File: config.mk
export PLATFORM = sky130hd
export DESIGN_NAME = gdpmd_device_flat
export DESIGN_NICKNAME = d
export VERILOG_FILES = /design/src/verilog/gdpmd_pkg.sv /design/src/verilog/gdpmd_if.sv /design/src/verilog/gdpmd_device.sv /design/src/verilog/gdpmd_deadtime.sv /design/src/flat_wrapper.sv
export SDC_FILE = /design/constraint.sdc
export NUM_CORES = 1
export LEC_CHECK = 0
export BUFFER_PORTS_ARGS = -buffer_cell sky130_fd_sc_hd__buf_2
export CELL_PAD_IN_SITES_DETAIL_PLACEMENT = 1
export CELL_PAD_IN_SITES_GLOBAL_PLACEMENT = 1
export CORE_UTILIZATION = 42
export CTS_CLUSTER_DIAMETER = 40
export DETAILED_ROUTE_END_ITERATION = 8
export GPL_ROUTABILITY_DRIVEN = 0
export PLACE_DENSITY_LB_ADDON = 0.1
export SLEW_MARGIN = 5
export SYNTH_ARGS = -nofsm -noshare
export SYNTH_HDL_FRONTEND = slang
export SYNTH_SLANG_ARGS = --single-unit
File: constraint.sdc
create_clock -name clk_sys -period 2.4 [get_ports clk_sys]
set_input_delay 0.36 -clock clk_sys [delete_from_list [all_inputs] [get_ports clk_sys]]
set_output_delay 0.36 -clock clk_sys [all_outputs]
set_load 0.005 [all_outputs]
File: src/verilog/gdpmd_pkg.sv
package gdpmd_pkg;

   // device clock
   localparam int CLK_PERIOD_NS = 20;

   // dead time inserted between opposite gates of a half-bridge
   localparam int DEAD_NS = 100;
   localparam logic [3:0] DEAD_CYC = 4'((DEAD_NS + CLK_PERIOD_NS - 1) / CLK_PERIOD_NS);

   // ready time after enable before the controller acts
   localparam int READY_NS = 1000000;
   localparam int READY_CYC_DEF = READY_NS / CLK_PERIOD_NS;

   // quiet time with all inputs low around a mode change
   localparam int QUIET_NS = 200;
   localparam logic [3:0] QUIET_CYC = 4'(QUIET_NS / CLK_PERIOD_NS);

   // strap capture delay after reset release (synchroniser depth)
   localparam logic [1:0] STRAP_CAP_CYC = 2'h2;

   // reset values
   localparam logic [2:0] GATE_RST = 3'h0;

   // phase indices
   localparam int PH_A = 0;
   localparam int PH_B = 1;
   localparam int PH_C = 2;

   // control modes
   typedef enum logic [2:0] {
      GDPMD_M_SIX = 3'h0,
      GDPMD_M_THREE = 3'h1,
      GDPMD_M_SINGLE = 3'h2,
      GDPMD_M_HB = 3'h3,
      GDPMD_M_MIX_C = 3'h4,
      GDPMD_M_MIX_A = 3'h5,
      GDPMD_M_MIX_BC = 3'h6,
      GDPMD_M_INDEP = 3'h7
   } gdpmd_mode_t;

   // strap levels, low to high on the resistor ladder
   localparam logic [2:0] STRAP_GND = 3'h0;
   localparam logic [2:0] STRAP_18K_GND = 3'h1;
   localparam logic [2:0] STRAP_75K_GND = 3'h2;
   localparam logic [2:0] STRAP_HIZ = 3'h3;
   localparam logic [2:0] STRAP_75K_VDD = 3'h4;
   localparam logic [2:0] STRAP_18K_VDD = 3'h5;

   // single-PWM state codes {state2,state1,state0}, direction low
   localparam logic [2:0] SP_STOP = 3'h0;
   localparam logic [2:0] SP_ALIGN = 3'h7;
   localparam logic [2:0] SP_B_TO_C = 3'h6;
   localparam logic [2:0] SP_A_TO_C = 3'h4;
   localparam logic [2:0] SP_A_TO_B = 3'h5;
   localparam logic [2:0] SP_C_TO_B = 3'h1;
   localparam logic [2:0] SP_C_TO_A = 3'h3;
   localparam logic [2:0] SP_B_TO_A = 3'h2;

   // host sequencer states
   typedef enum logic [1:0] {
      GDPMD_H_WAIT = 2'h0,
      GDPMD_H_RUN = 2'h1,
      GDPMD_H_QUIET = 2'h2
   } gdpmd_hstate_t;

endpackage

File: src/verilog/gdpmd_if.sv
`timescale 1ns/1ps
`default_nettype none
// control pins from controller to gate driver, gate commands back
interface gdpmd_if;
   logic [2:0] high_side_input;
   logic [2:0] low_side_input;
   logic [2:0] mode_sel;
   logic single_pwm_async_sel;
   logic single_pwm_stop_sel;
   logic [2:0] high_gate_out;
   logic [2:0] low_gate_out;

   modport dev (
      input high_side_input,
      input low_side_input,
      input mode_sel,
      input single_pwm_async_sel,
      input single_pwm_stop_sel,
      output high_gate_out,
      output low_gate_out
   );

   modport host (
      output high_side_input,
      output low_side_input,
      output mode_sel,
      output single_pwm_async_sel,
      output single_pwm_stop_sel,
      input high_gate_out,
      input low_gate_out
   );
endinterface
`default_nettype wire

File: src/verilog/gdpmd_device.sv
`timescale 1ns/1ps
`default_nettype none
// gate driver end: mode decode, commutation, dead time per phase
module gdpmd_device
   import gdpmd_pkg::*;
(
   input wire logic clk_sys,
   input wire logic srst,
   input wire logic variant_strap,
   input wire logic [2:0] mode_strap,
   gdpmd_if.dev bus,
   output logic [2:0] mode_active,
   output logic variant_hw
);

   // strap synchronisers and capture
   logic variant_s1_r;
   logic variant_s2_r;
   logic [2:0] strap_s1_r;
   logic [2:0] strap_s2_r;
   logic [1:0] cap_cnt_r;
   logic variant_r;
   logic [2:0] strap_mode_r;
   logic [2:0] mode_active_r;

   // decode results
   logic [2:0] mode_eff;
   logic [2:0] want_h;
   logic [2:0] want_l;
   logic [2:0] bypass;
   logic [2:0] hi_in;
   logic [2:0] lo_in;
   logic [2:0] sp_code;
   logic [2:0] sp_pwm;
   logic [2:0] sp_hold;
   logic sp_async;
   logic sp_brake;
   logic [2:0] gate_h_w;
   logic [2:0] gate_l_w;

   // strap level to mode; 100b has no strap level
   function automatic logic [2:0] strap_to_mode(input logic [2:0] lvl);
      logic [2:0] m;
      m = GDPMD_M_INDEP;
      unique case (lvl)
         STRAP_GND: m = GDPMD_M_SIX;
         STRAP_18K_GND: m = GDPMD_M_THREE;
         STRAP_75K_GND: m = GDPMD_M_SINGLE;
         STRAP_HIZ: m = GDPMD_M_HB;
         STRAP_75K_VDD: m = GDPMD_M_MIX_A;
         STRAP_18K_VDD: m = GDPMD_M_MIX_BC;
         default: m = GDPMD_M_INDEP;
      endcase
      return m;
   endfunction

   // phases run as independent FETs in a given mode
   function automatic logic [2:0] indep_mask(input logic [2:0] m);
      logic [2:0] k;
      k = 3'h0;
      unique case (m)
         GDPMD_M_MIX_C: k = 3'h4;
         GDPMD_M_MIX_A: k = 3'h1;
         GDPMD_M_MIX_BC: k = 3'h6;
         GDPMD_M_INDEP: k = 3'h7;
         default: k = 3'h0;
      endcase
      return k;
   endfunction

   // half-bridge decode: low input low floats, else high input picks side
   function automatic logic [1:0] hb_decode(input logic h, input logic l);
      return {l & h, l & ~h};
   endfunction

   // two-stage synchronisers on the strap pins
   always_ff @(posedge clk_sys) begin
      if (srst) begin
         variant_s1_r <= 1'b0;
         variant_s2_r <= 1'b0;
         strap_s1_r <= 3'h0;
         strap_s2_r <= 3'h0;
      end else begin
         variant_s1_r <= variant_strap;
         variant_s2_r <= variant_s1_r;
         strap_s1_r <= mode_strap;
         strap_s2_r <= strap_s1_r;
      end
   end

   // capture the straps once, after they cross the synchroniser
   always_ff @(posedge clk_sys) begin
      if (srst) begin
         cap_cnt_r <= 2'h0;
      end else if (cap_cnt_r != STRAP_CAP_CYC + 2'h1) begin
         cap_cnt_r <= cap_cnt_r + 2'h1;
      end
   end

   always_ff @(posedge clk_sys) begin
      if (srst) begin
         variant_r <= 1'b0;
         strap_mode_r <= GDPMD_M_SIX;
      end else if (cap_cnt_r == STRAP_CAP_CYC) begin
         variant_r <= variant_s2_r;
         strap_mode_r <= strap_to_mode(strap_s2_r);
      end
   end

   // effective mode: strap in hardware variant, mode field otherwise
   assign mode_eff = variant_r ? strap_mode_r : bus.mode_sel;

   assign hi_in = bus.high_side_input;
   assign lo_in = bus.low_side_input;

   // async freewheeling and stop choice exist only in the serial variant
   assign sp_async = ~variant_r & bus.single_pwm_async_sel;
   assign sp_brake = variant_r | bus.single_pwm_stop_sel;

   // single-PWM state code, complemented when direction is high, except the stop and align codes
   always_comb begin
      sp_code = {lo_in[PH_A], hi_in[PH_B], lo_in[PH_B]};
      if (hi_in[PH_C] && sp_code != SP_STOP && sp_code != SP_ALIGN) begin
         sp_code = ~sp_code;
      end
   end

   // commutation table: PWM phase and held low phases
   always_comb begin
      sp_pwm = 3'h0;
      sp_hold = 3'h0;
      unique case (sp_code)
         SP_STOP: begin
            sp_pwm = 3'h0;
            sp_hold = 3'h0;
         end
         SP_ALIGN: begin
            sp_pwm = 3'h1;
            sp_hold = 3'h6;
         end
         SP_B_TO_C: begin
            sp_pwm = 3'h2;
            sp_hold = 3'h4;
         end
         SP_A_TO_C: begin
            sp_pwm = 3'h1;
            sp_hold = 3'h4;
         end
         SP_A_TO_B: begin
            sp_pwm = 3'h1;
            sp_hold = 3'h2;
         end
         SP_C_TO_B: begin
            sp_pwm = 3'h4;
            sp_hold = 3'h2;
         end
         SP_C_TO_A: begin
            sp_pwm = 3'h4;
            sp_hold = 3'h1;
         end
         SP_B_TO_A: begin
            sp_pwm = 3'h2;
            sp_hold = 3'h1;
         end
      endcase
   end

   // per-mode gate request decode
   always_comb begin
      want_h = 3'h0;
      want_l = 3'h0;
      bypass = indep_mask(mode_eff);
      unique case (mode_eff)
         GDPMD_M_SIX: begin
            want_h = hi_in & ~lo_in;
            want_l = lo_in & ~hi_in;
         end
         GDPMD_M_SINGLE: begin
            if (!lo_in[PH_C]) begin
               // brake wins over every other input, or coasts
               want_h = 3'h0;
               want_l = sp_brake ? 3'h7 : 3'h0;
            end else begin
               for (int i = 0; i < 3; i++) begin
                  want_h[i] = sp_pwm[i] & hi_in[PH_A];
                  want_l[i] = sp_hold[i] | (sp_pwm[i] & ~hi_in[PH_A] & ~sp_async);
               end
            end
         end
         GDPMD_M_THREE, GDPMD_M_HB, GDPMD_M_MIX_C, GDPMD_M_MIX_A, GDPMD_M_MIX_BC,
         GDPMD_M_INDEP: begin
            for (int i = 0; i < 3; i++) begin
               if (bypass[i]) begin
                  want_h[i] = hi_in[i];
                  want_l[i] = lo_in[i];
               end else begin
                  {want_h[i], want_l[i]} = hb_decode(hi_in[i], lo_in[i]);
               end
            end
         end
      endcase
   end

   // one dead-time stage per phase, also the output register
   for (genvar p = 0; p < 3; p++) begin : g_phase
      gdpmd_deadtime u_dt (
         .clk_sys(clk_sys),
         .srst(srst),
         .want_h(want_h[p]),
         .want_l(want_l[p]),
         .bypass(bypass[p]),
         .gate_h(gate_h_w[p]),
         .gate_l(gate_l_w[p])
      );
   end

   // mode status register
   always_ff @(posedge clk_sys) begin
      if (srst) begin
         mode_active_r <= GDPMD_M_SIX;
      end else begin
         mode_active_r <= mode_eff;
      end
   end

   assign bus.high_gate_out = gate_h_w;
   assign bus.low_gate_out = gate_l_w;
   assign mode_active = mode_active_r;
   assign variant_hw = variant_r;

endmodule
`default_nettype wire

File: src/verilog/gdpmd_deadtime.sv
`timescale 1ns/1ps
`default_nettype none
// one phase: registers the gate pair, optional dead time on turn-on
module gdpmd_deadtime
   import gdpmd_pkg::*;
(
   input wire logic clk_sys,
   input wire logic srst,
   input wire logic want_h,
   input wire logic want_l,
   input wire logic bypass,
   output logic gate_h,
   output logic gate_l
);

   logic gate_h_r;
   logic gate_l_r;
   logic [3:0] off_cnt_r;
   logic gate_h_nxt;
   logic gate_l_nxt;
   logic gap_ok;

   // a side may turn on once the pair has been off for the dead time
   assign gap_ok = (off_cnt_r == DEAD_CYC);

   always_comb begin
      if (bypass) begin
         gate_h_nxt = want_h;
         gate_l_nxt = want_l;
      end else begin
         // never both, turn-off at once, turn-on after the gap
         gate_h_nxt = want_h & ~want_l & ~gate_l_r & (gate_h_r | gap_ok);
         gate_l_nxt = want_l & ~want_h & ~gate_h_r & (gate_l_r | gap_ok);
      end
   end

   // gate command registers
   always_ff @(posedge clk_sys) begin
      if (srst) begin
         gate_h_r <= 1'b0;
         gate_l_r <= 1'b0;
      end else begin
         gate_h_r <= gate_h_nxt;
         gate_l_r <= gate_l_nxt;
      end
   end

   // cycles since both gates went off, saturating
   always_ff @(posedge clk_sys) begin
      if (srst) begin
         off_cnt_r <= DEAD_CYC;
      end else if (gate_h_r | gate_l_r) begin
         off_cnt_r <= 4'h1;
      end else if (!gap_ok) begin
         off_cnt_r <= off_cnt_r + 4'h1;
      end
   end

   assign gate_h = gate_h_r;
   assign gate_l = gate_l_r;

endmodule
`default_nettype wire

File: src/flat_wrapper.sv
// flat-port wrapper written by rule: the top's interface ports become plain ports
module gdpmd_device_flat import gdpmd_pkg::*;
  (clk_sys, srst, variant_strap, mode_strap, mode_active, variant_hw, bus_high_side_input, bus_low_side_input, bus_mode_sel, bus_single_pwm_async_sel, bus_single_pwm_stop_sel, bus_high_gate_out, bus_low_gate_out);
  gdpmd_if bus_i ();
  input wire logic clk_sys;
  input wire logic srst;
  input wire logic variant_strap;
  input wire logic [2:0] mode_strap;
  output logic [2:0] mode_active;
  output logic variant_hw;
  input wire logic [$bits(bus_i.high_side_input)-1:0] bus_high_side_input;
  input wire logic [$bits(bus_i.low_side_input)-1:0] bus_low_side_input;
  input wire logic [$bits(bus_i.mode_sel)-1:0] bus_mode_sel;
  input wire logic [$bits(bus_i.single_pwm_async_sel)-1:0] bus_single_pwm_async_sel;
  input wire logic [$bits(bus_i.single_pwm_stop_sel)-1:0] bus_single_pwm_stop_sel;
  output wire logic [$bits(bus_i.high_gate_out)-1:0] bus_high_gate_out;
  output wire logic [$bits(bus_i.low_gate_out)-1:0] bus_low_gate_out;
  assign bus_i.high_side_input = bus_high_side_input;
  assign bus_i.low_side_input = bus_low_side_input;
  assign bus_i.mode_sel = bus_mode_sel;
  assign bus_i.single_pwm_async_sel = bus_single_pwm_async_sel;
  assign bus_i.single_pwm_stop_sel = bus_single_pwm_stop_sel;
  assign bus_high_gate_out = bus_i.high_gate_out;
  assign bus_low_gate_out = bus_i.low_gate_out;
  gdpmd_device u_core (.clk_sys(clk_sys), .srst(srst), .variant_strap(variant_strap), .mode_strap(mode_strap), .bus(bus_i), .mode_active(mode_active), .variant_hw(variant_hw));
endmodule
# Yosys cells after proc, flatten, opt, wreduce, memory -nomap -nowiden
# Memories as Yosys holds them, arrays and structs flattened.
# Cells that the tools add are included.
# Widths: inputs -> output; s select.
[totals] reg_bits=35 rom_bits=48 input_bits=17 out_inout_bits=10 wordCells=151 n_memories=1
[mem_list] name="(no name shown)" words=8 word_bits=6 read_ports=1 rd_clocked_by_memory_dff=0 wr=0 line_no="gdpmd_device.sv:132" rtl="unique case (sp_code)"
[classes] addsub=4 n_eq_ne=21 n_mux=27 bitwise_logic=69 reduce_logical=9
[op_table] operator="$and 1x1->1" n=34
[op_table] operator="$mux 3" n=11
[op_table] operator="$eq 3x3->1 const B" n=6
[op_table] operator="$pmux 3 s3" n=2
[op_table] operator="$pmux 3 s6" n=1
[op_table] operator="$not 1->1" n=17
[op_table] operator="$or 1x1->1" n=13
[op_table] operator="$add 4x1->4 const B" n=3
[op_table] operator="$eq 3x2->1 const B" n=4
[op_table] operator="$eq 4x3->1 const B" n=3
[op_table] operator="$mux 1" n=12
[op_table] operator="$pmux 3 s4" n=1
[op_table] operator="$not 3->3" n=3
[op_table] operator="$and 3x3->3" n=2
[op_table] operator="$eq 3x1->1 const B" n=2
[op_table] operator="$logic_not 3->1" n=2
[op_table] operator="$ne 2x1->1 const B" n=3
[op_table] operator="$reduce_or 2->1" n=3
[op_table] operator="$reduce_or 6->1" n=1
[op_table] operator="$ne 3x3->1 const B" n=1
[op_table] operator="$reduce_bool 3->1" n=1
[op_table] operator="$add 2x1->2 const B" n=1
[op_table] operator="$eq 2x2->1 const B" n=1
[op_table] operator="$logic_and 1x1->1" n=2
[op_table] operator="$ne 2x2->1 const B" n=1

# Logic depth before layout (Yosys ltp)
# Gate-level depths: netlist of run 1.
# An unclocked memory read counts as a cell.
[logic_depth] depth_word=15 mapped_depth=7 mapped_depth_nobuf=7

# By module
# Synthesis of run 1 repeated with hierarchy kept, for this count alone.
[unflattened] hier_cells=229 hier_area_um2=1958.1
[modules_own_cells] module="gdpmd_device" n_inst=1 cells_per_inst=133 area_each_um2=1064.8 seq_area_each_um2=340.3
[modules_own_cells] module="gdpmd_deadtime" n_inst=3 cells_per_inst=32 area_each_um2=297.8 seq_area_each_um2=120.1

# Worst setup path before layout of run 1
# No wires, ideal clock.
[synth_timing] path_kind="reg2reg" from="register u_core.variant_r (netlist: u_core.variant_hw)" to="register u_core.g_phase[1].u_dt.gate_h_r" arrival_ps=1661 required_time_ps=2342 path_slack_ps=681 stages_incl_launch_ff=6 synth_period_minus_slack_ps=1719 cell_sequence="dfxtp_1 -> or4b_4 -> o31a_4 -> or3_1 -> a31oi_1 -> o211a_1"
[synth_via] elab_chain_len=12
[synth_lines] element="start: declaration" line_no="gdpmd_device.sv:22" rtl="logic variant_r;"
[synth_lines] element="start signal: assignment" line_no="gdpmd_device.sv:105" rtl="variant_r <= variant_s2_r;"
[synth_lines] element="parallel branches: the longest is 11 deep, another holds $pmux 3 s4"
[synth_lines] element="$mux 1 (*)" line_no="gdpmd_deadtime.sv:27" rtl="if (bypass) begin"
[synth_lines] element="end signal: assignment" line_no="gdpmd_deadtime.sv:43" rtl="gate_h_r <= gate_h_nxt;"
[synth_lines] element="end: declaration" line_no="gdpmd_deadtime.sv:16" rtl="logic gate_h_r;"
# Every way passes the cells marked *.
# A chain may end at the register's enable or synchronous reset.

# Worst setup path in the final report of run 1
# Same ends and word-level chain as after synthesis.

==> out/results.tsv, run 1 <==
metric	value	unit
cts_buffers	5	
outcome	finished, final reports clean	
crit_type	flip-flop to flip-flop	
grt_max_degree	30	
cp.required	2.64	ns
postRouteAntennaNets	0	
grt_pass1_wl	7470	µm
fmax	0.548	GHz
rr_startpoint	u_core.variant_hw	
max_cap_violations	0	
drv_slew	0	
post-route-period-util	76.1	%
met2_usage	32.9	%
hold_slack	0.278	ns
worst_pin_slew	0.504	ns
combPwrFrac	33.9	%
holdPathEnd	u_core.variant_s1_r	
drive_gt1_share	16.7	%
fin_util	48.6	%
ys_seq_elements	35	
grt_remaining_overflow	0	
synth_area	1890	µm²
use_met1	24.8	%
die_y	69.0	µm
cts.clk_slew.worst_paths	0.08	ns
p_seq_share	42.7	%
wirelength	4290	µm
clk_latency	0.29	ns
power_switching	0.000665	W
synth_fp_nets	249	
sw_frac_of_total	35.6	%
die_w	69.0	µm
p_leak	0.897	nW
cts_root_buffer	clkbuf_8	
antenna_found_initial	0	
use_met3	3.07	%
syn-instance-count	224	
power	0.00187	W
dieArea	4760	µm²
hp-start	variant_strap	
core_area	4320	µm²
antenna_cells	0	
viasPerCell	5.58	
ctsResizeCount	0	
setup_viol	0	
final.setup_skew	0.00478	ns
dr.pass1.iters	4	
r2r_end	u_core.g_phase[1].u_dt.gate_h	
end_kind	flip-flop	
start_kind	flip-flop	
grt_pass1_vias	1570	
final_common_cell	dfxtp_1	
boundaryPins	27	
drc	0	
synth-seq-area-share	37.1	%
ir_drop	0.509	mV
wl_per_cell	14.4	µm
syn-mean-instance-area	8.42	µm²
clock_power_share	23.4	%
r2r_slack	0.57	ns
fin_setup_tns	0	ns
postCtsHoldBufs	0	
start_util	43.6	%
area_delta_synth_final	11.5	%
holdPathStages	2	
layout_common_cells	35 x dfxtp_1, 26 x buf_2, 19 x nor2_1	
yosys_warnings	0	
fin_nets	269	
crit_fanout	8	
clock-sinks	35	
first_iter_violations	104	
reg2reg_depth	5	
cts_setup_buffers	0	
clock_path_buffers	2	
grt-busiest-layer	met2	
internal_power	0.00120	W
relSlewSlack	66.4	%
num_vias	1658	
hpwl	3100	µm
grt_usage	19.4	%
period_needed	1.83	ns
hold_viol	0	
crit_arrival	2.06	ns
rsz0062_at_grt	no	
synth_cell_types	41	
rows	24	
port_buffers	26	
cts_tree	built	
htreeDepth	2	
min-delay-path-class	input pin to flip-flop	
powerDensity	888	nW/µm²
cell families (layout without fill, tap and decap cells):
logic type               after synthesis  in the layout  synth area share (%)
AND/OR/NAND/NOR                       93             93                  26.0
flip-flops                            35             35                  37.1
AO/OA/AOI/OAI                         51             51                  18.8
multiplexers                           5              5                  2.79
buffers and inverters                 23             44                  5.77
adder cells (fa/ha/maj)                8              8                  5.31
XOR/XNOR                               9              9                  4.18
layer usage:
| layer | share of wire [%] | vias up |
|---|---|---|
| li1 | - | 820 |
| met2 | 50 | 22 |
| met1 | 46 | 809 |
| met4 | 1.2 | 0 |
| met3 | 2.7 | 7 |
| met5 | 0 | - |
registers in the layout (all words and copies together) (netlist names), 2 cells and up:
register,flops
u_core.mode_active,3
u_core.strap_s1_r,3
u_core.strap_s2_r,3
u_core.cap_cnt_r,2
u_core.strap_mode_r,3
u_core.g_phase.u_dt.gate_l,3
u_core.g_phase.u_dt.off_cnt_r,12
u_core.g_phase.u_dt.gate_h,3
cell usage after synthesis:
cell type / n / area (µm²)
or2_2: 2 / 12.5
or3_1: 3 / 18.8
xnor2_1: 6 / 52.6
nand3_1: 7 / 35.0
and3_1: 4 / 25.0
and3b_1: 3 / 26.3
nor2b_1: 13 / 81.3
nor2_1: 19 / 71.3
a31oi_1: 5 / 31.3
mux2_2: 2 / 22.5
nand2_1: 18 / 67.6
o21a_1: 1 / 7.51
a21oi_1: 11 / 55.1
o32a_1: 1 / 10.0
dfxtp_1: 35 / 701
a211oi_1: 4 / 30.0
a221oi_1: 2 / 17.5
clkbuf_1: 7 / 26.3
inv_1: 9 / 33.8
a211o_1: 1 / 8.76
o31a_4: 1 / 17.5
o211ai_1: 2 / 15.0
or4b_4: 1 / 13.8
buf_4: 6 / 45.0
o221ai_1: 2 / 17.5
buf_1: 1 / 3.75
o211a_1: 3 / 30.0
a2bb2oi_1: 1 / 8.76
nand2b_1: 9 / 56.3
o21ai_0: 7 / 35.0
mux2i_1: 3 / 30.0
ha_1: 8 / 100
a21boi_0: 2 / 15.0
nor3_1: 9 / 45.0
nand3b_1: 5 / 37.5
o21bai_1: 3 / 22.5
xor2_1: 3 / 26.3
o311ai_0: 1 / 8.76
o32ai_1: 1 / 8.76
o22ai_1: 1 / 6.26
o21ai_1: 2 / 10.0
per-stage QoR:
step	setup slack, ns	cells	instance area [µm²]
4_1_cts	0.558	297	2100
3_3_place_gp	0.529	289	2010
3_5_place_dp	0.503	289	2010
2_1_floorplan	0.681	224	1890
6_report	0.574	297	2100
5_1_grt	0.510	297	2100
how the worst max path moves through the flow:
stage	startpoint	to	slack, ns	depth (start not counted)
6_report	u_core.variant_hw	u_core.g_phase[1].u_dt.gate_h	0.57	5
5_1_grt	u_core.variant_hw	u_core.g_phase[0].u_dt.gate_h	0.51	6
4_1_cts	u_core.variant_hw	u_core.g_phase[1].u_dt.gate_h	0.56	5
3_5_place_dp	bus_mode_sel[0]	u_core.g_phase[1].u_dt.gate_h	0.50	6
3_3_place_gp	bus_mode_sel[0]	u_core.g_phase[1].u_dt.gate_h	0.53	6
2_1_floorplan	u_core.variant_hw	u_core.g_phase[1].u_dt.gate_h	0.68	5
worst max-delay path: stages (launching register included):
cell and delay, ns:
dfxtp_1 0.38, or4b_4 0.57, o31a_4 0.16, or3_1 0.35
a31oi_1 0.17, o211a_1 0.14
area by class of cell:
| cell class | count | area [µm²] |
|---|---|---|
| repair buffers | 27 | 138 |
| well taps | 52 | 65.1 |
| flip-flops and latches | 35 | 701 |
| clock buffers | 5 | 68.8 |
| clock inverters | 3 | 20.0 |
| fillers | 550 | 2220 |
| inverters | 9 | 33.8 |
| multi-input cells | 166 | 1080 |
power groups by stage:
stage	registers (W)	logic, W	clock network (W)
after floorplan	0.000782	0.000522	0
after detailed placement	0.000809	0.000638	0
final	0.000798	0.000632	0.000437
after CTS	0.000799	0.000645	0.000452
after global routing	0.000815	0.000740	0.000471
after global placement	0.000806	0.000619	0
Note: power is estimated with default switching activity, not from simulation.
==> run 2: changes to the inputs <==
==> constraint.sdc (replaced) <==
create_clock -name clk_sys -period 1.69 [get_ports clk_sys]
set_input_delay 0.2535 -clock clk_sys [delete_from_list [all_inputs] [get_ports clk_sys]]
set_output_delay 0.2535 -clock clk_sys [all_outputs]
set_load 0.005 [all_outputs]
==> out/results.tsv, run 2 (same netlist as run 1, synthesis figures left out) <==
metric	value	unit	change
dieArea	4760	µm²	unchanged
cts_root_buffer	clkbuf_8		
cp.required	1.92	ns	-0.72 ns
placedCellCount	296		+2.4%
hpwl	3180	µm	+2.4%
grt_pass1_vias	1669		+6.3%
layout_common_cells	34 x dfxtp_1, 26 x buf_2, 19 x nor2_1		
postRouteAntennaNets	0		unchanged
setup_viol	0		unchanged
cts_buffers	5		unchanged
ctsResizeCount	0		unchanged
relSlewSlack	66.8	%	+0.45 points
cts_tree	built		
post-route-period-util	98.8	%	+23 points
die_y	69.0	µm	unchanged
wl_per_cell	14.0	µm	-3.3%
rows	24		unchanged
htreeDepth	2		unchanged
crit_arrival	1.90	ns	-0.16 ns
p_leak	0.948	nW	+5.6%
core_area	4320	µm²	unchanged
area_delta_synth_final	15.3	%	
postCtsHoldBufs	0		unchanged
fin_nets	277		+3.0%
r2r_slack	0.02	ns	-0.55 ns
final_common_cell	dfxtp_1		
viasPerCell	5.41		-3.0%
largest-register	u_core.g_phase.u_dt.off_cnt_r		
die_w	69.0	µm	unchanged
drive_gt1_share	19.4	%	+2.6 points
crit_type	flip-flop to flip-flop		
grt_remaining_overflow	0		unchanged
period_needed	1.67	ns	-0.157 ns
dr.pass1.iters	4		unchanged
ir_drop	0.565	mV	+11%
boundaryPins	27		unchanged
final.setup_skew	0.00979	ns	+0.00501 ns
drv_slew	0		unchanged
wirelength	4260	µm	-0.75%
grt_usage	19.3	%	-0.11 points
fillers	539		-2.0%
antenna_found_initial	0		unchanged
largest_reg_flops	12		unchanged
rsz0062_at_grt	yes		
clock-sinks	35		unchanged
fmax	0.599	GHz	+9.4%
end_kind	flip-flop		
max_cap_violations	0		unchanged
fin_setup_tns	0	ns	unchanged
powerDensity	1240	nW/µm²	+40%
clock_path_buffers	2		unchanged
start_util	43.6	%	unchanged
clk_latency	0.28	ns	about the same
min-delay-path-class	input pin to flip-flop		
first_iter_violations	75		-28%
antenna_cells	0		unchanged
fin_util	50.3	%	+1.7 points
num_vias	1651		-0.42%
port_buffers	26		unchanged
grt_max_degree	30		unchanged
grt_pass1_wl	7510	µm	+0.56%
worst_pin_slew	0.498	ns	-0.00679 ns
drc	0		unchanged
outcome	finished, final reports clean		
cts.clk_slew.worst_paths	0.07	ns	about the same
start_kind	flip-flop		
hold_viol	0		unchanged
crit_fanout	6		-2
fin_cells	305		+2.7%
## run 2: power breakdown
| group | switching [W] | internal, W | total [W] | leakage, nW |
|---|---|---|---|---|
| clock network | 0.000292 | 0.000372 | 0.000664 | 0.0515 |
| logic | 0.000460 | 0.000456 | 0.000916 | 0.607 |
| registers | 0.000149 | 0.000976 | 0.00112 | 0.289 |
## run 2: area by class of cell
class                   instances  area [µm²]  area share, %
multi-input cells             166        1080           49.5
flip-flops and latches         35         702           32.3
repair buffers                 35         198           9.09
clock buffers                   8         100           4.60
well taps                      52        65.1           2.99
inverters                       9        33.8           1.55
## run 2: metal layers
| metal | global-route usage (%) | part of all wire [%] | up-vias |
|---|---|---|---|
| met5 | 0 | 0 | - |
| met4 | 6.12 | 1.2 | 0 |
| met3 | 4.09 | 3.1 | 4 |
| met2 | 32.3 | 48 | 25 |
| met1 | 24.6 | 47 | 789 |
| li1 | - | - | 833 |
## run 2: final timing paths
check | startpoint | to | cells past startpoint
setup / recovery | u_core.variant_hw | u_core.g_phase[1].u_dt.gate_h | 5
hold / removal | mode_strap[0] | u_core.strap_s1_r[0] | 2
setup reg to reg | u_core.variant_hw | u_core.g_phase[1].u_dt.gate_h | 5
hold reg to reg | u_core.strap_s1_r[0] | u_core.strap_s2_r[0] | 1
## run 2: metrics by stage
step / hold WS, ns / total power (W) / cell area, µm² / setup WS [ns]
2_1_floorplan: 0.382 / 0.00185 / 1890 / 0.0233
3_3_place_gp: 0.416 / 0.00203 / 2070 / -0.0201
3_5_place_dp: 0.427 / 0.00207 / 2070 / -0.0373
4_1_cts: 0.176 / 0.00275 / 2180 / 0.0124
5_1_grt: 0.178 / 0.00293 / 2180 / -0.0631
6_report: 0.186 / 0.00271 / 2180 / 0.0209
## run 2: what timing repair did
item                                    CTS  global route
pin swaps                                 2             0
setup buffers                             1             0
endpoints found under the setup margin    2             5
## run 2: worst max-delay path: stages, from the launching register on
cell and delay (ns):
dfxtp_2 0.32, or4b_4 0.50, o31a_4 0.15, or3_1 0.34, a31oi_1 0.16, o211a_1 0.14
